===== src/include/lrc_pkg.sv =====
// Package of constants and types shared by both ends of the laser real-time link.
// Function
// - Controller asserts run permit after supply present.
// - Fault clears only by permit off-then-on toggle.
// - Fault output high while system fault present.
// - Output follows on-command high, stops when low.
// - Duty warning marks only the inhibited pulse portion.
// - Reflection warning only while protection inhibits command.
// - Both warnings low whenever on-command low.
// - Over-long pulse truncated at maximum, warning raised.
// - Duty is width over period, kept within maximum.
// - Controller inhibits commands while supply absent.
// - Run permit is not a safety interlock.
// - Temperature or shutter fault latches and shuts down.
// - Fault output follows shutdown within cycles.
package lrc_pkg;

    // ----------------------------------------------------------------
    // Timing and widths
    // ----------------------------------------------------------------
    localparam int CNT_W          = 24;
    localparam int CLK_MHZ        = 125;
    localparam int MAX_WIDTH_US   = 1000;
    localparam int MAX_WIDTH_CYC  = MAX_WIDTH_US * CLK_MHZ;
    localparam int MAX_DUTY_PCT   = 60;
    localparam int DUTY_SCALE     = 100;

    // ----------------------------------------------------------------
    // APB register map of the controller
    // ----------------------------------------------------------------
    localparam logic [7:0] REG_CTRL    = 8'h00;
    localparam logic [7:0] REG_WIDTH   = 8'h04;
    localparam logic [7:0] REG_PERIOD  = 8'h08;
    localparam logic [7:0] REG_STATUS  = 8'h0C;
    localparam logic [7:0] REG_IRQ_ST  = 8'h10;
    localparam logic [7:0] REG_IRQ_CLR = 8'h14;
    localparam logic [7:0] REG_IRQ_EN  = 8'h18;

    // Control bit positions.
    localparam int CTRL_PERMIT = 0;
    localparam int CTRL_RUN    = 1;
    localparam int CTRL_CLEAR  = 2;

    // Status and interrupt bit positions.
    localparam int ST_FAULT    = 0;
    localparam int ST_DUTY     = 1;
    localparam int ST_REFL     = 2;
    localparam int ST_SUPPLY   = 3;
    localparam int IRQ_W       = 3;

    localparam logic [31:0] RESET_WORD = 32'h0000_0000;

    typedef enum logic [1:0] {
        LRC_IDLE,
        LRC_OPEN,
        LRC_CLOSE
    } lrc_clear_e;

endpackage


===== src/include/lrc_link_if.sv =====
// Interface joining the laser control logic and the external controller.
`timescale 1ns/1ps
`default_nettype none
interface lrc_link_if;
    logic run_permit;
    logic on_cmd;
    logic system_fault;
    logic duty_warning;
    logic reflection_warning;

    modport device (
        input  run_permit,
        input  on_cmd,
        output system_fault,
        output duty_warning,
        output reflection_warning
    );

    modport controller (
        output run_permit,
        output on_cmd,
        input  system_fault,
        input  duty_warning,
        input  reflection_warning
    );
endinterface
`default_nettype wire


===== src/core/lrc_controller.sv =====
// External controller end: APB registers driving run permit and pulse train.
`timescale 1ns/1ps
`default_nettype none
module lrc_controller
    import lrc_pkg::*;
(
    // Clock and reset
    input  wire logic        CORE_CLK,
    input  wire logic        RST,
    input  wire logic        CE,
    // APB slave
    input  wire logic        PSEL,
    input  wire logic        PENABLE,
    input  wire logic        PWRITE,
    input  wire logic [7:0]  PADDR,
    input  wire logic [31:0] PWDATA,
    output logic [31:0]      PRDATA,
    output logic             PREADY,
    output logic             PSLVERR,
    output logic             IRQ,
    // Supply monitor
    input  wire logic        SUPPLY_OK,
    // Link
    lrc_link_if.controller   LINK
);

    // ----------------------------------------------------------------
    // Registers
    // ----------------------------------------------------------------
    logic [2:0]       ctrl;
    logic [CNT_W-1:0] width;
    logic [CNT_W-1:0] period;
    logic [CNT_W-1:0] phase;
    logic [IRQ_W-1:0] irq_st;
    logic [IRQ_W-1:0] irq_en;
    logic [IRQ_W-1:0] ev;
    logic             fault_d;
    logic             duty_d;
    logic             refl_d;
    lrc_clear_e       clr_state;
    logic             wr;
    logic             rd;

    assign wr = CE && PSEL && PENABLE && PWRITE;
    assign rd = CE && PSEL && !PENABLE && !PWRITE;

    always_ff @(posedge CORE_CLK) begin
        if (RST) begin
            ctrl   <= '0;
            width  <= '0;
            period <= '0;
            irq_en <= '0;
        end else if (wr) begin
            unique case (PADDR)
                REG_CTRL:   ctrl   <= PWDATA[2:0];
                REG_WIDTH:  width  <= PWDATA[CNT_W-1:0];
                REG_PERIOD: period <= PWDATA[CNT_W-1:0];
                REG_IRQ_EN: irq_en <= PWDATA[IRQ_W-1:0];
                default:    ;
            endcase
        end else if (CE && clr_state == LRC_CLOSE) begin
            ctrl[CTRL_CLEAR] <= 1'b0;
        end
    end

    // ----------------------------------------------------------------
    // APB answer: one setup, one access cycle, zero wait states
    // ----------------------------------------------------------------
    always_ff @(posedge CORE_CLK) begin
        if (RST) begin
            PRDATA  <= RESET_WORD;
            PREADY  <= 1'b0;
            PSLVERR <= 1'b0;
        end else if (CE) begin
            PREADY  <= PSEL && !PENABLE;
            PSLVERR <= PSEL && !PENABLE && PADDR > REG_IRQ_EN;
            if (rd) begin
                unique case (PADDR)
                    REG_CTRL:   PRDATA <= {29'h0, ctrl};
                    REG_WIDTH:  PRDATA <= {8'h00, width};
                    REG_PERIOD: PRDATA <= {8'h00, period};
                    REG_STATUS: PRDATA <= {28'h0, SUPPLY_OK, LINK.reflection_warning,
                                           LINK.duty_warning, LINK.system_fault};
                    REG_IRQ_ST: PRDATA <= {29'h0, irq_st};
                    REG_IRQ_EN: PRDATA <= {29'h0, irq_en};
                    default:    PRDATA <= 32'h0000_0000;
                endcase
            end
        end
    end

    // ----------------------------------------------------------------
    // Interrupts: rising edges of the three status inputs, set wins
    // ----------------------------------------------------------------
    assign ev = {LINK.reflection_warning & ~refl_d, LINK.duty_warning & ~duty_d,
                 LINK.system_fault & ~fault_d};

    always_ff @(posedge CORE_CLK) begin
        if (RST) begin
            irq_st  <= '0;
            fault_d <= 1'b0;
            duty_d  <= 1'b0;
            refl_d  <= 1'b0;
            IRQ     <= 1'b0;
        end else if (CE) begin
            fault_d <= LINK.system_fault;
            duty_d  <= LINK.duty_warning;
            refl_d  <= LINK.reflection_warning;
            if (wr && PADDR == REG_IRQ_CLR) begin
                irq_st <= (irq_st & ~PWDATA[IRQ_W-1:0]) | ev;
            end else begin
                irq_st <= irq_st | ev;
            end
            IRQ <= |(irq_st & irq_en);
        end
    end

    // ----------------------------------------------------------------
    // Fault clear: open the permit for one cycle, then close again
    // ----------------------------------------------------------------
    always_ff @(posedge CORE_CLK) begin
        if (RST) begin
            clr_state <= LRC_IDLE;
        end else if (CE) begin
            unique case (clr_state)
                LRC_IDLE:  if (ctrl[CTRL_CLEAR]) clr_state <= LRC_OPEN;
                LRC_OPEN:  clr_state <= LRC_CLOSE;
                LRC_CLOSE: clr_state <= LRC_IDLE;
            endcase
        end
    end

    // ----------------------------------------------------------------
    // Pulse generator and link drive
    // ----------------------------------------------------------------
    always_ff @(posedge CORE_CLK) begin
        if (RST) begin
            phase           <= '0;
            LINK.on_cmd     <= 1'b0;
            LINK.run_permit <= 1'b0;
        end else if (CE) begin
            if (phase + CNT_W'(1) >= period) begin
                phase <= '0;
            end else begin
                phase <= phase + CNT_W'(1);
            end
            LINK.on_cmd     <= SUPPLY_OK && ctrl[CTRL_RUN] && phase < width;
            LINK.run_permit <= SUPPLY_OK && ctrl[CTRL_PERMIT]
                               && clr_state != LRC_OPEN;
        end
    end

endmodule
`default_nettype wire


===== src/flat_wrapper.sv =====
// flat-port wrapper written by rule: the top's interface ports become plain ports
module lrc_controller_flat import lrc_pkg::*;
  (CORE_CLK, RST, CE, PSEL, PENABLE, PWRITE, PADDR, PWDATA, PRDATA, PREADY, PSLVERR, IRQ, SUPPLY_OK, LINK_run_permit, LINK_on_cmd, LINK_system_fault, LINK_duty_warning, LINK_reflection_warning);
  lrc_link_if LINK_i ();
  input  wire logic CORE_CLK;
  input  wire logic RST;
  input  wire logic CE;
  input  wire logic PSEL;
  input  wire logic PENABLE;
  input  wire logic PWRITE;
  input  wire logic [7:0] PADDR;
  input  wire logic [31:0] PWDATA;
  output logic [31:0] PRDATA;
  output logic PREADY;
  output logic PSLVERR;
  output logic IRQ;
  input  wire logic SUPPLY_OK;
  output wire logic [$bits(LINK_i.run_permit)-1:0] LINK_run_permit;
  output wire logic [$bits(LINK_i.on_cmd)-1:0] LINK_on_cmd;
  input wire logic [$bits(LINK_i.system_fault)-1:0] LINK_system_fault;
  input wire logic [$bits(LINK_i.duty_warning)-1:0] LINK_duty_warning;
  input wire logic [$bits(LINK_i.reflection_warning)-1:0] LINK_reflection_warning;
  assign LINK_run_permit = LINK_i.run_permit;
  assign LINK_on_cmd = LINK_i.on_cmd;
  assign LINK_i.system_fault = LINK_system_fault;
  assign LINK_i.duty_warning = LINK_duty_warning;
  assign LINK_i.reflection_warning = LINK_reflection_warning;
  lrc_controller u_core (.CORE_CLK(CORE_CLK), .RST(RST), .CE(CE), .PSEL(PSEL), .PENABLE(PENABLE), .PWRITE(PWRITE), .PADDR(PADDR), .PWDATA(PWDATA), .PRDATA(PRDATA), .PREADY(PREADY), .PSLVERR(PSLVERR), .IRQ(IRQ), .SUPPLY_OK(SUPPLY_OK), .LINK(LINK_i));
endmodule

===== config.mk =====
export PLATFORM = sky130hd
export DESIGN_NAME = lrc_controller_flat
export DESIGN_NICKNAME = d
export VERILOG_FILES = /design/src/include/lrc_pkg.sv /design/src/include/lrc_link_if.sv /design/src/core/lrc_controller.sv /design/src/flat_wrapper.sv
export SDC_FILE = /design/constraint.sdc
export NUM_CORES = 1
export LEC_CHECK = 0
export ABC_AREA = 1
export BUFFER_PORTS_ARGS = -buffer_cell sky130_fd_sc_hd__buf_4
export CORE_ASPECT_RATIO = 0.9
export CORE_MARGIN = 2
export CORE_UTILIZATION = 28
export DETAILED_ROUTE_END_ITERATION = 10
export PLACE_DENSITY = 0.42
export SYNTH_ARGS = -nofsm -noshare
export SYNTH_HDL_FRONTEND = slang
export SYNTH_SLANG_ARGS = --single-unit

===== constraint.sdc =====
create_clock -name CORE_CLK -period 2.9 [get_ports CORE_CLK]
set_clock_uncertainty 0.1 [all_clocks]
set_input_delay 0.29 -clock CORE_CLK [delete_from_list [all_inputs] [get_ports CORE_CLK]]
set_output_delay 0.29 -clock CORE_CLK [all_outputs]
set_load 0.05 [all_outputs]

==> run metrics, run 1 <==
result of the run finished clean; storage element area 0.00233 mm^2; global routing usage on met2 between 20% and 30%; sum of internal, switching and leakage power between 4 and 5 mW; Finished Core Util a little under two fifths; adder and majority gate portion of the synthesized area 9.51%; crit-path leading delay family simple AND/OR/NAND/NOR gates; post-synthesis sequential area ratio 33.7%; mux share of post-synthesis cell area 0%; Die Span X between 150 and 200 um; Sinks on Clock Net roughly 120; power density of the placed cells 473 mW/mm^2; logic depth of the worst path, buffers included 17; worst path arrival time slightly below 3000 ps; length in cells of the worst reg-to-reg path 17; DRC viols 0; static leakage power between 3 and 4 nW; Setup violations, final 0; synthesized area 0.00684 mm^2; detailed-route wire length around 21000 um; floorplan die height approximately 150 um; R2R Path Start u_core.phase[0]$_SDFFE_PP0P_; area added between synthesis and finish 30.4%; Layout Nets between 1k and 1.5k; setup_tns 0 ps; number of nets still failing antenna checks after routing 0; Crit Reg-Reg Endpoint u_core.phase[8]$_SDFFE_PP0P_; register-to-register path setup slack around 180 ps; floorplan die area approximately 0.026 mm^2; largest net degree at the start of global routing 54; dominant combinational cell family by area after synthesis simple AND/OR/NAND/NOR gates; diode count 0; total clock buffers created by CTS 17; clock slew at reported path FFs 60 ps; Remaining Overflow, GRT 0; gpl congestion 0.814; Post-Syn Area per Cell between 6 and 7 um^2; antenna violations before repair 0; CP bufs+invs 4; placed cell areas 0.00789 mm^2; Via-to-Cell Ratio 4.64; Std-Cell Rows 54; Synth Instances 983; Clock Latency Late Sink ~430 ps; Syn. warnings 0; worst setup path category reg2reg; Clock Tree Root sky130_fd_sc_hd__clkbuf_16; Synth cell types 40; fin crit share about 94%; VDD IR-drop max about 290 uV; fraction of layout instances using a drive strength above 1 roughly 25%; parity-gate share of the synthesized area counting xor and xnor cells 0.768%; required time worst endpoint roughly 3100 ps; register bit count reported by yosys around 120; port buffer count 70; crit-path cells buf_4, inv_2, nor2_4, nand3_2, nor2_4, nand2_1, nand2_1, nand2_1, ha_4, nand2_2, nor2_4, and2_4, nand4_1, buf_4, buf_2, nand3_1, a21oi_1; placeable core area approximately 0.024 mm^2; vias in the first global route between 6k and 7k; CP peak stage delay about 370 ps; max-capacitance violation count 0; start point of the critical path u_core.phase[0]$_SDFFE_PP0P_; first-pass GRT wire length between 30000 and 40000 um; count of fill cells added during filler insertion about 2.6k; final max-slew violation count 0; area of the multi-input gates ~0.0041 mm^2; post-DP HPWL roughly 15000 um; final design instance area without fill 0.00892 mm^2; met1 Resource Use GR 25.3%; Clock Tree Buf Depth 2; share of async-settable or async-resettable flops after synthesis 0%; Global Route met3 Usage a little over 3%; highest net fanout along the worst path 5; Initial Utilization 28.4%; capturing element type of the critical path flop; Synth Area in Compound Gates 19.0%; Max H-tree Level 4; Worst Setup Start Kind flop; average wire per standard cell 15.2 um; most used routing layer in global routing met1; Achievable Freq ~370 MHz; I/O Pins between 80 and 90; final worst path period need 2720 ps; Slew @ Worst Pin 1110 ps; worst hold-check path type in2reg; clock tree from TritonCTS yes; GRT Overall Usage ~17%; worst setup path endpoint u_core.phase[8]$_SDFFE_PP0P_; DRT Pass-1 Iters 7; simple-gate portion of the synthesized area roughly a quarter; Iter 0 DRT Violations 354; Via Count ~6.6k; dominant register cell in the synthesized netlist sky130_fd_sc_hd__dfxtp_1; Worst slew margin 25.6%; final hold violation count 0; number of flops mapped to enable cells by yosys 0; worst-path cell with the longest stage delay sky130_fd_sc_hd__dfxtp_4
state kept, by name, summed over array words and instances (netlist names), 2 cells and up:
name              cells
u_core.ctrl           3
u_core.clr_state      2
u_core.period        24
u_core.irq_en         3
u_core.irq_st         3
u_core.width         24
u_core.PRDATA        24
u_core.phase         24
repair_timing:
action | 4_1_cts | 5_1_grt
buffers inserted | 0 | 4
resized for setup | 9 | 87
hold buffers | 7 | 0
gates cloned | 1 | 1
pin swaps | 0 | 18
hold endpoints to repair | 7 | 0
setup endpoints to repair | 17 | 24
power by group:
part | leakage, nW | total, mW | internal (mW) | switching (mW)
Combinational | 2.49 | 0.389 | 0.144 | 0.245
Clock | 0.290 | 2.22 | 1.40 | 0.823
Sequential | 0.937 | 1.61 | 1.59 | 0.0145
Total | 3.72 | 4.22 | 3.14 | 1.08
synthesized netlist by cell type (3+ instances only):
master / n / share of area, %
sky130_fd_sc_hd__a21oi_1: 112 / 8.2
sky130_fd_sc_hd__and2_1: 4 / 0.37
sky130_fd_sc_hd__buf_2: 8 / 0.59
sky130_fd_sc_hd__buf_4: 12 / 1.3
sky130_fd_sc_hd__buf_6: 4 / 0.66
sky130_fd_sc_hd__clkbuf_1: 26 / 1.4
sky130_fd_sc_hd__dfxtp_1: 115 / 34
sky130_fd_sc_hd__ha_1: 52 / 9.5
sky130_fd_sc_hd__inv_1: 107 / 5.9
sky130_fd_sc_hd__inv_2: 8 / 0.44
sky130_fd_sc_hd__nand2_1: 210 / 12
sky130_fd_sc_hd__nand3_1: 50 / 3.7
sky130_fd_sc_hd__nand4_1: 10 / 0.91
sky130_fd_sc_hd__nor2_1: 99 / 5.4
sky130_fd_sc_hd__nor2_2: 7 / 0.64
sky130_fd_sc_hd__nor3_1: 23 / 1.7
sky130_fd_sc_hd__o21a_1: 3 / 0.33
sky130_fd_sc_hd__o21ai_0: 36 / 2.6
sky130_fd_sc_hd__o21ai_1: 39 / 2.9
sky130_fd_sc_hd__o21bai_1: 6 / 0.66
sky130_fd_sc_hd__o22ai_2: 20 / 3.7
sky130_fd_sc_hd__or2_2: 3 / 0.27
sky130_fd_sc_hd__xor2_1: 5 / 0.64
how the worst min path moves through the flow:
stage                                     startpoint  slack [ps]                             to  cells past startpoint
after CTS                                 PWDATA[20]         0.4  u_core.width[20]$_SDFFE_PP0P_                      3
after detailed placement  u_core.refl_d$_SDFFE_PP0P_         350     u_core.refl_d$_SDFFE_PP0P_                      2
after global placement    u_core.duty_d$_SDFFE_PP0P_         350     u_core.duty_d$_SDFFE_PP0P_                      2
final                                     PWDATA[20]           6  u_core.width[20]$_SDFFE_PP0P_                      3
after floorplan                            PWDATA[4]         330   u_core.width[4]$_SDFFE_PP0P_                      2
after global routing                      PWDATA[23]         0.6  u_core.width[23]$_SDFFE_PP0P_                      3
final cells by class:
class / count / share of cell area (%)
clock inverter: 11 / 1.71
tap: 308 / 4.32
clock buffer: 21 / 5.16
sequential: 115 / 26.1
inverter: 116 / 4.91
multi-input combinational: 709 / 46.1
timing repair buffer: 134 / 11.7
tightest hold or removal path, cell delays in order:
cell	delay [ps]
sky130_fd_sc_hd__buf_4	80
sky130_fd_sc_hd__nor3_1	40
sky130_fd_sc_hd__nor2_1	80
cell usage in the layout (no fill, tap or decap), drive strengths merged:
| cell type | Yosys | layout |
|---|---|---|
| nor4 | 1 | 1 |
| a21boi | 1 | 1 |
| or2 | 3 | 3 |
| ha | 52 | 52 |
| bufinv | 0 | 3 |
| inv | 115 | 116 |
| clkinv | 1 | 5 |
| nor2 | 109 | 109 |
| a21o | 2 | 2 |
| o211ai | 1 | 1 |
| clkinvlp | 0 | 3 |
| nand4 | 10 | 10 |
| buf | 24 | 127 |
| xor2 | 5 | 5 |
| dlygate4sd3 | 0 | 7 |
| o21bai | 6 | 6 |
| a31oi | 2 | 2 |
| nor3 | 27 | 27 |
| clkbuf | 26 | 21 |
| a21oi | 112 | 112 |
| nand2 | 213 | 213 |
| nand3 | 50 | 50 |
| xnor2 | 1 | 1 |
| and2 | 4 | 4 |
| conb | 1 | 8 |
| o22ai | 21 | 21 |
| nand3b | 2 | 2 |
| and3 | 1 | 1 |
| o21ai | 75 | 75 |
| o21a | 3 | 3 |
| dfxtp | 115 | 115 |
metal layers:
layer,wire length [um],vias to the layer above
met4,191,0
met3,828,12
li1,-,3436
met1,11400,3017
met5,0,-
met2,9000,97
logic make-up (layout without fill, tap and decap cells):
logic type / Yosys count / after routing
AND/OR/NAND/NOR: 420 / 420
AO/OA/AOI/OAI: 223 / 223
buffers and inverters: 166 / 282
flip-flops: 115 / 115
adder cells (fa/ha/maj): 52 / 52
XOR/XNOR: 6 / 6
other: 1 / 8
through the flow:
stage	hold slack, ps	std cells	setup slack [ps]
final	5.56	1414	182
after global routing	0.606	1414	-48.2
after CTS	0.354	1409	1.02
after detailed placement	349	1369	-61.8
after global placement	346	1369	-31.4
after floorplan	332	990	302
(Power assumes the default switching activity.)
==> run 2: changes to the inputs <==
--- a/config.mk
+++ b/config.mk
@@ -7,11 +7,10 @@
 export LEC_CHECK = 0
 export ABC_AREA = 1
 export BUFFER_PORTS_ARGS = -buffer_cell sky130_fd_sc_hd__buf_4
-export CORE_ASPECT_RATIO = 0.9
 export CORE_MARGIN = 2
 export CORE_UTILIZATION = 28
 export DETAILED_ROUTE_END_ITERATION = 10
-export PLACE_DENSITY = 0.42
+export PLACE_DENSITY = 0.43
 export SYNTH_ARGS = -nofsm -noshare
 export SYNTH_HDL_FRONTEND = slang
 export SYNTH_SLANG_ARGS = --single-unit
==> constraint.sdc (replaced) <==
create_clock -name CORE_CLK -period 2.3 [get_ports CORE_CLK]
set_clock_uncertainty 0.1 [all_clocks]
set_input_delay 0.23 -clock CORE_CLK [delete_from_list [all_inputs] [get_ports CORE_CLK]]
set_output_delay 0.23 -clock CORE_CLK [all_outputs]
set_load 0.05 [all_outputs]
==> run 2 against run 1 <==
Effect of this change:
- the flow now finishes with violations (setup timing)
- via count up 2.9%
- clock power grew 16%
- fmax shrank 0.37%
- setup slack lost 610 ps
- routed wire length grew 4.2%
- first-iteration DRC count shrank 5.4%
- die area barely moved
- count of clock-buffer cells in the layout down 3
- sequential power rose by 25%
- cell count rose by 5.0%
- core utilization up 2.9 points
==> run metrics, run 2 (same netlist as run 1, synthesis figures left out) <==
required time worst endpoint 2540 ps (-530 ps); worst setup path category reg2reg; GRT Overall Usage 17.8% (+0.87 points); unrepaired setup endpoints after global routing true; area added between synthesis and finish 40.9%; total clock buffers created by CTS 17 (unchanged); worst hold-check path type in2reg; Iter 0 DRT Violations 335 (-5.4%); vias in the first global route 6525 (+4.7%); clock tree from TritonCTS yes; Max H-tree Level 4 (unchanged); Via Count 6755 (+2.9%); Sinks on Clock Net 115 (unchanged); power density of the placed cells 537 mW/mm^2 (+13%); largest net degree at the start of global routing 54 (unchanged); Layout Nets 1249 (+4.5%); average wire per standard cell 15.0 um (-0.75%); met1 Resource Use GR 25.6% (+0.30 points); Std-Cell Rows 57 (+5.6%); Via-to-Cell Ratio 4.55 (-1.9%); post-DP HPWL 15800 um (+2.3%); fin crit share 119% (+25 points); floorplan die area 0.0257 mm^2 (about the same); setup_tns -8990 ps (-8990 ps); clock slew at reported path FFs 60 ps (about the same); DRC viols 0 (unchanged); diode count 0 (unchanged); first-pass GRT wire length 35700 um (+4.4%); fraction of layout instances using a drive strength above 1 30.2% (+5.3 points); Clock Latency Late Sink 420 ps (about the same); I/O Pins 87 (unchanged); Final WS setup -429 ps (-610 ps); capturing element type of the critical path flop; final hold violation count 0 (unchanged); Setup violations, final 24 (+24); detailed-route wire length 22300 um (+4.2%); final design instance area without fill 0.00964 mm^2 (+8.1%); most used routing layer in global routing met2; DRT Pass-1 Iters 4 (-3); worst path arrival time 2970 ps (+80 ps); Remaining Overflow, GRT 0 (unchanged); final max-slew violation count 0 (unchanged); Clock Tree Root sky130_fd_sc_hd__clkbuf_16; placeable core area 0.0242 mm^2 (+0.23%); most frequent cells in the layout sky130_fd_sc_hd__nand2_1, sky130_fd_sc_hd__buf_4, sky130_fd_sc_hd__inv_1; static leakage power 4.06 nW (+9.2%); Global Route met3 Usage 2.84% (-0.28 points); floorplan die height 160 um (+5.3%); port buffer count 70 (unchanged); result of the run finished, violations left; Initial Utilization 28.3% (-0.066 points); Slew @ Worst Pin 736 ps (-379 ps); max-capacitance violation count 0 (unchanged); Clock Tree Buf Depth 2 (unchanged); Finished Core Util 39.9% (+2.9 points); most common library cell in the layout ignoring fill and taps sky130_fd_sc_hd__nand2_1; antenna violations before repair 0 (unchanged); Die Span X 160 um (-5.0%); highest net fanout along the worst path 5 (unchanged); final worst path period need 2730 ps (+10.1 ps); Worst slew margin 51.0% (+25 points); gpl congestion 0.831 (+2.1%); VDD IR-drop max 289 uV (-0.33%); Worst Setup Start Kind flop; number of nets still failing antenna checks after routing 0 (unchanged); global routing usage on met2 27.8% (+2.7 points); Achievable Freq 366 MHz (-0.37%); Worst Hold Margin 20.9 ps (+15.4 ps); placed cell areas 0.00826 mm^2 (+4.7%); violations in the final reports setup timing
-- run 2: changes by cell type in the layout (fill, tap and decap cells not counted), moves of 3 or more --
cell	before	now
sky130_fd_sc_hd__nor2_1	81	76
sky130_fd_sc_hd__dlygate4sd3_1	7	24
sky130_fd_sc_hd__buf_6	7	3
sky130_fd_sc_hd__nand2_1	189	182
sky130_fd_sc_hd__nand3_4	0	3
sky130_fd_sc_hd__nor2_4	12	19
sky130_fd_sc_hd__nand3_1	46	30
sky130_fd_sc_hd__buf_12	0	4
sky130_fd_sc_hd__buf_4	119	157
sky130_fd_sc_hd__nand2_4	2	9
sky130_fd_sc_hd__dfxtp_4	3	6
sky130_fd_sc_hd__nand3_2	4	17
sky130_fd_sc_hd__dfxtp_1	101	97
-- run 2: worst max-delay path: stages, from the launching register on --
cell and delay (ps):
sky130_fd_sc_hd__dfxtp_4 380, sky130_fd_sc_hd__ha_4 170, sky130_fd_sc_hd__nand2_4 60, sky130_fd_sc_hd__nor2_4 230
sky130_fd_sc_hd__nand2_4 120, sky130_fd_sc_hd__o21bai_1 170, sky130_fd_sc_hd__nand2_2 80, sky130_fd_sc_hd__buf_4 130
sky130_fd_sc_hd__buf_4 120, sky130_fd_sc_hd__buf_4 120, sky130_fd_sc_hd__buf_4 120, sky130_fd_sc_hd__buf_4 120
sky130_fd_sc_hd__buf_4 120, sky130_fd_sc_hd__buf_4 120, sky130_fd_sc_hd__buf_4 110, sky130_fd_sc_hd__buf_4 130
sky130_fd_sc_hd__nor2_4 60, sky130_fd_sc_hd__nand3_1 60, sky130_fd_sc_hd__a21oi_1 130
-- run 2: per-stage QoR --
| stage | cells | setup WS, ps | power, mW |
|---|---|---|---|
| after detailed placement | 1410 | -548 | 2.54 |
| after global placement | 1410 | -555 | 2.54 |
| final | 1484 | -429 | 5.18 |
| after global routing | 1484 | -578 | 5.40 |
| after CTS | 1480 | -439 | 5.23 |
| after floorplan | 990 | -5.39 | 2.34 |
-- run 2: metal layers --
| metal | vias to the layer above | share of wire, % | wire (um) |
|---|---|---|---|
| met2 | 82 | 44 | 9840 |
| li1 | 3538 | - | - |
| met4 | 0 | 0.99 | 221 |
| met1 | 3120 | 52 | 11700 |
| met5 | - | 0 | 0 |
| met3 | 15 | 2.6 | 579 |
-- run 2: final cells by class --
type / count / area (um^2)
multi-input combinational: 709 / 4360
sequential: 115 / 2340
tap: 324 / 405
timing repair buffer: 188 / 1530
inverter: 116 / 438
clock inverter: 14 / 130
clock buffer: 18 / 439
fill: 2546 / 14500
-- run 2: final timing paths --
| path | from | end | slack (ps) | depth (start not counted) |
|---|---|---|---|---|
| max | u_core.phase[1]$_SDFFE_PP0P_ | u_core.phase[16]$_SDFFE_PP0P_ | -430 | 18 |
| min | PWDATA[2] | u_core.period[2]$_SDFFE_PP0P_ | 20 | 3 |
| max reg2reg | u_core.phase[1]$_SDFFE_PP0P_ | u_core.phase[16]$_SDFFE_PP0P_ | -430 | 18 |
| min reg2reg | u_core.refl_d$_SDFFE_PP0P_ | u_core.refl_d$_SDFFE_PP0P_ | 360 | 2 |
-- run 2: what timing repair did --
action	4_1_cts	5_1_grt
hold endpoints to repair	43	0
cloned	1	0
gates resized for setup	45	66
pin swaps	20	39
setup buffers	13	5
setup endpoints to repair	24	24
hold buffers	24	0
-- run 2: power breakdown --
part           total (mW)  internal, mW  switching (mW)
combinational       0.578         0.228           0.350
clock                2.58          1.52            1.06
sequential           2.02          2.01          0.0159
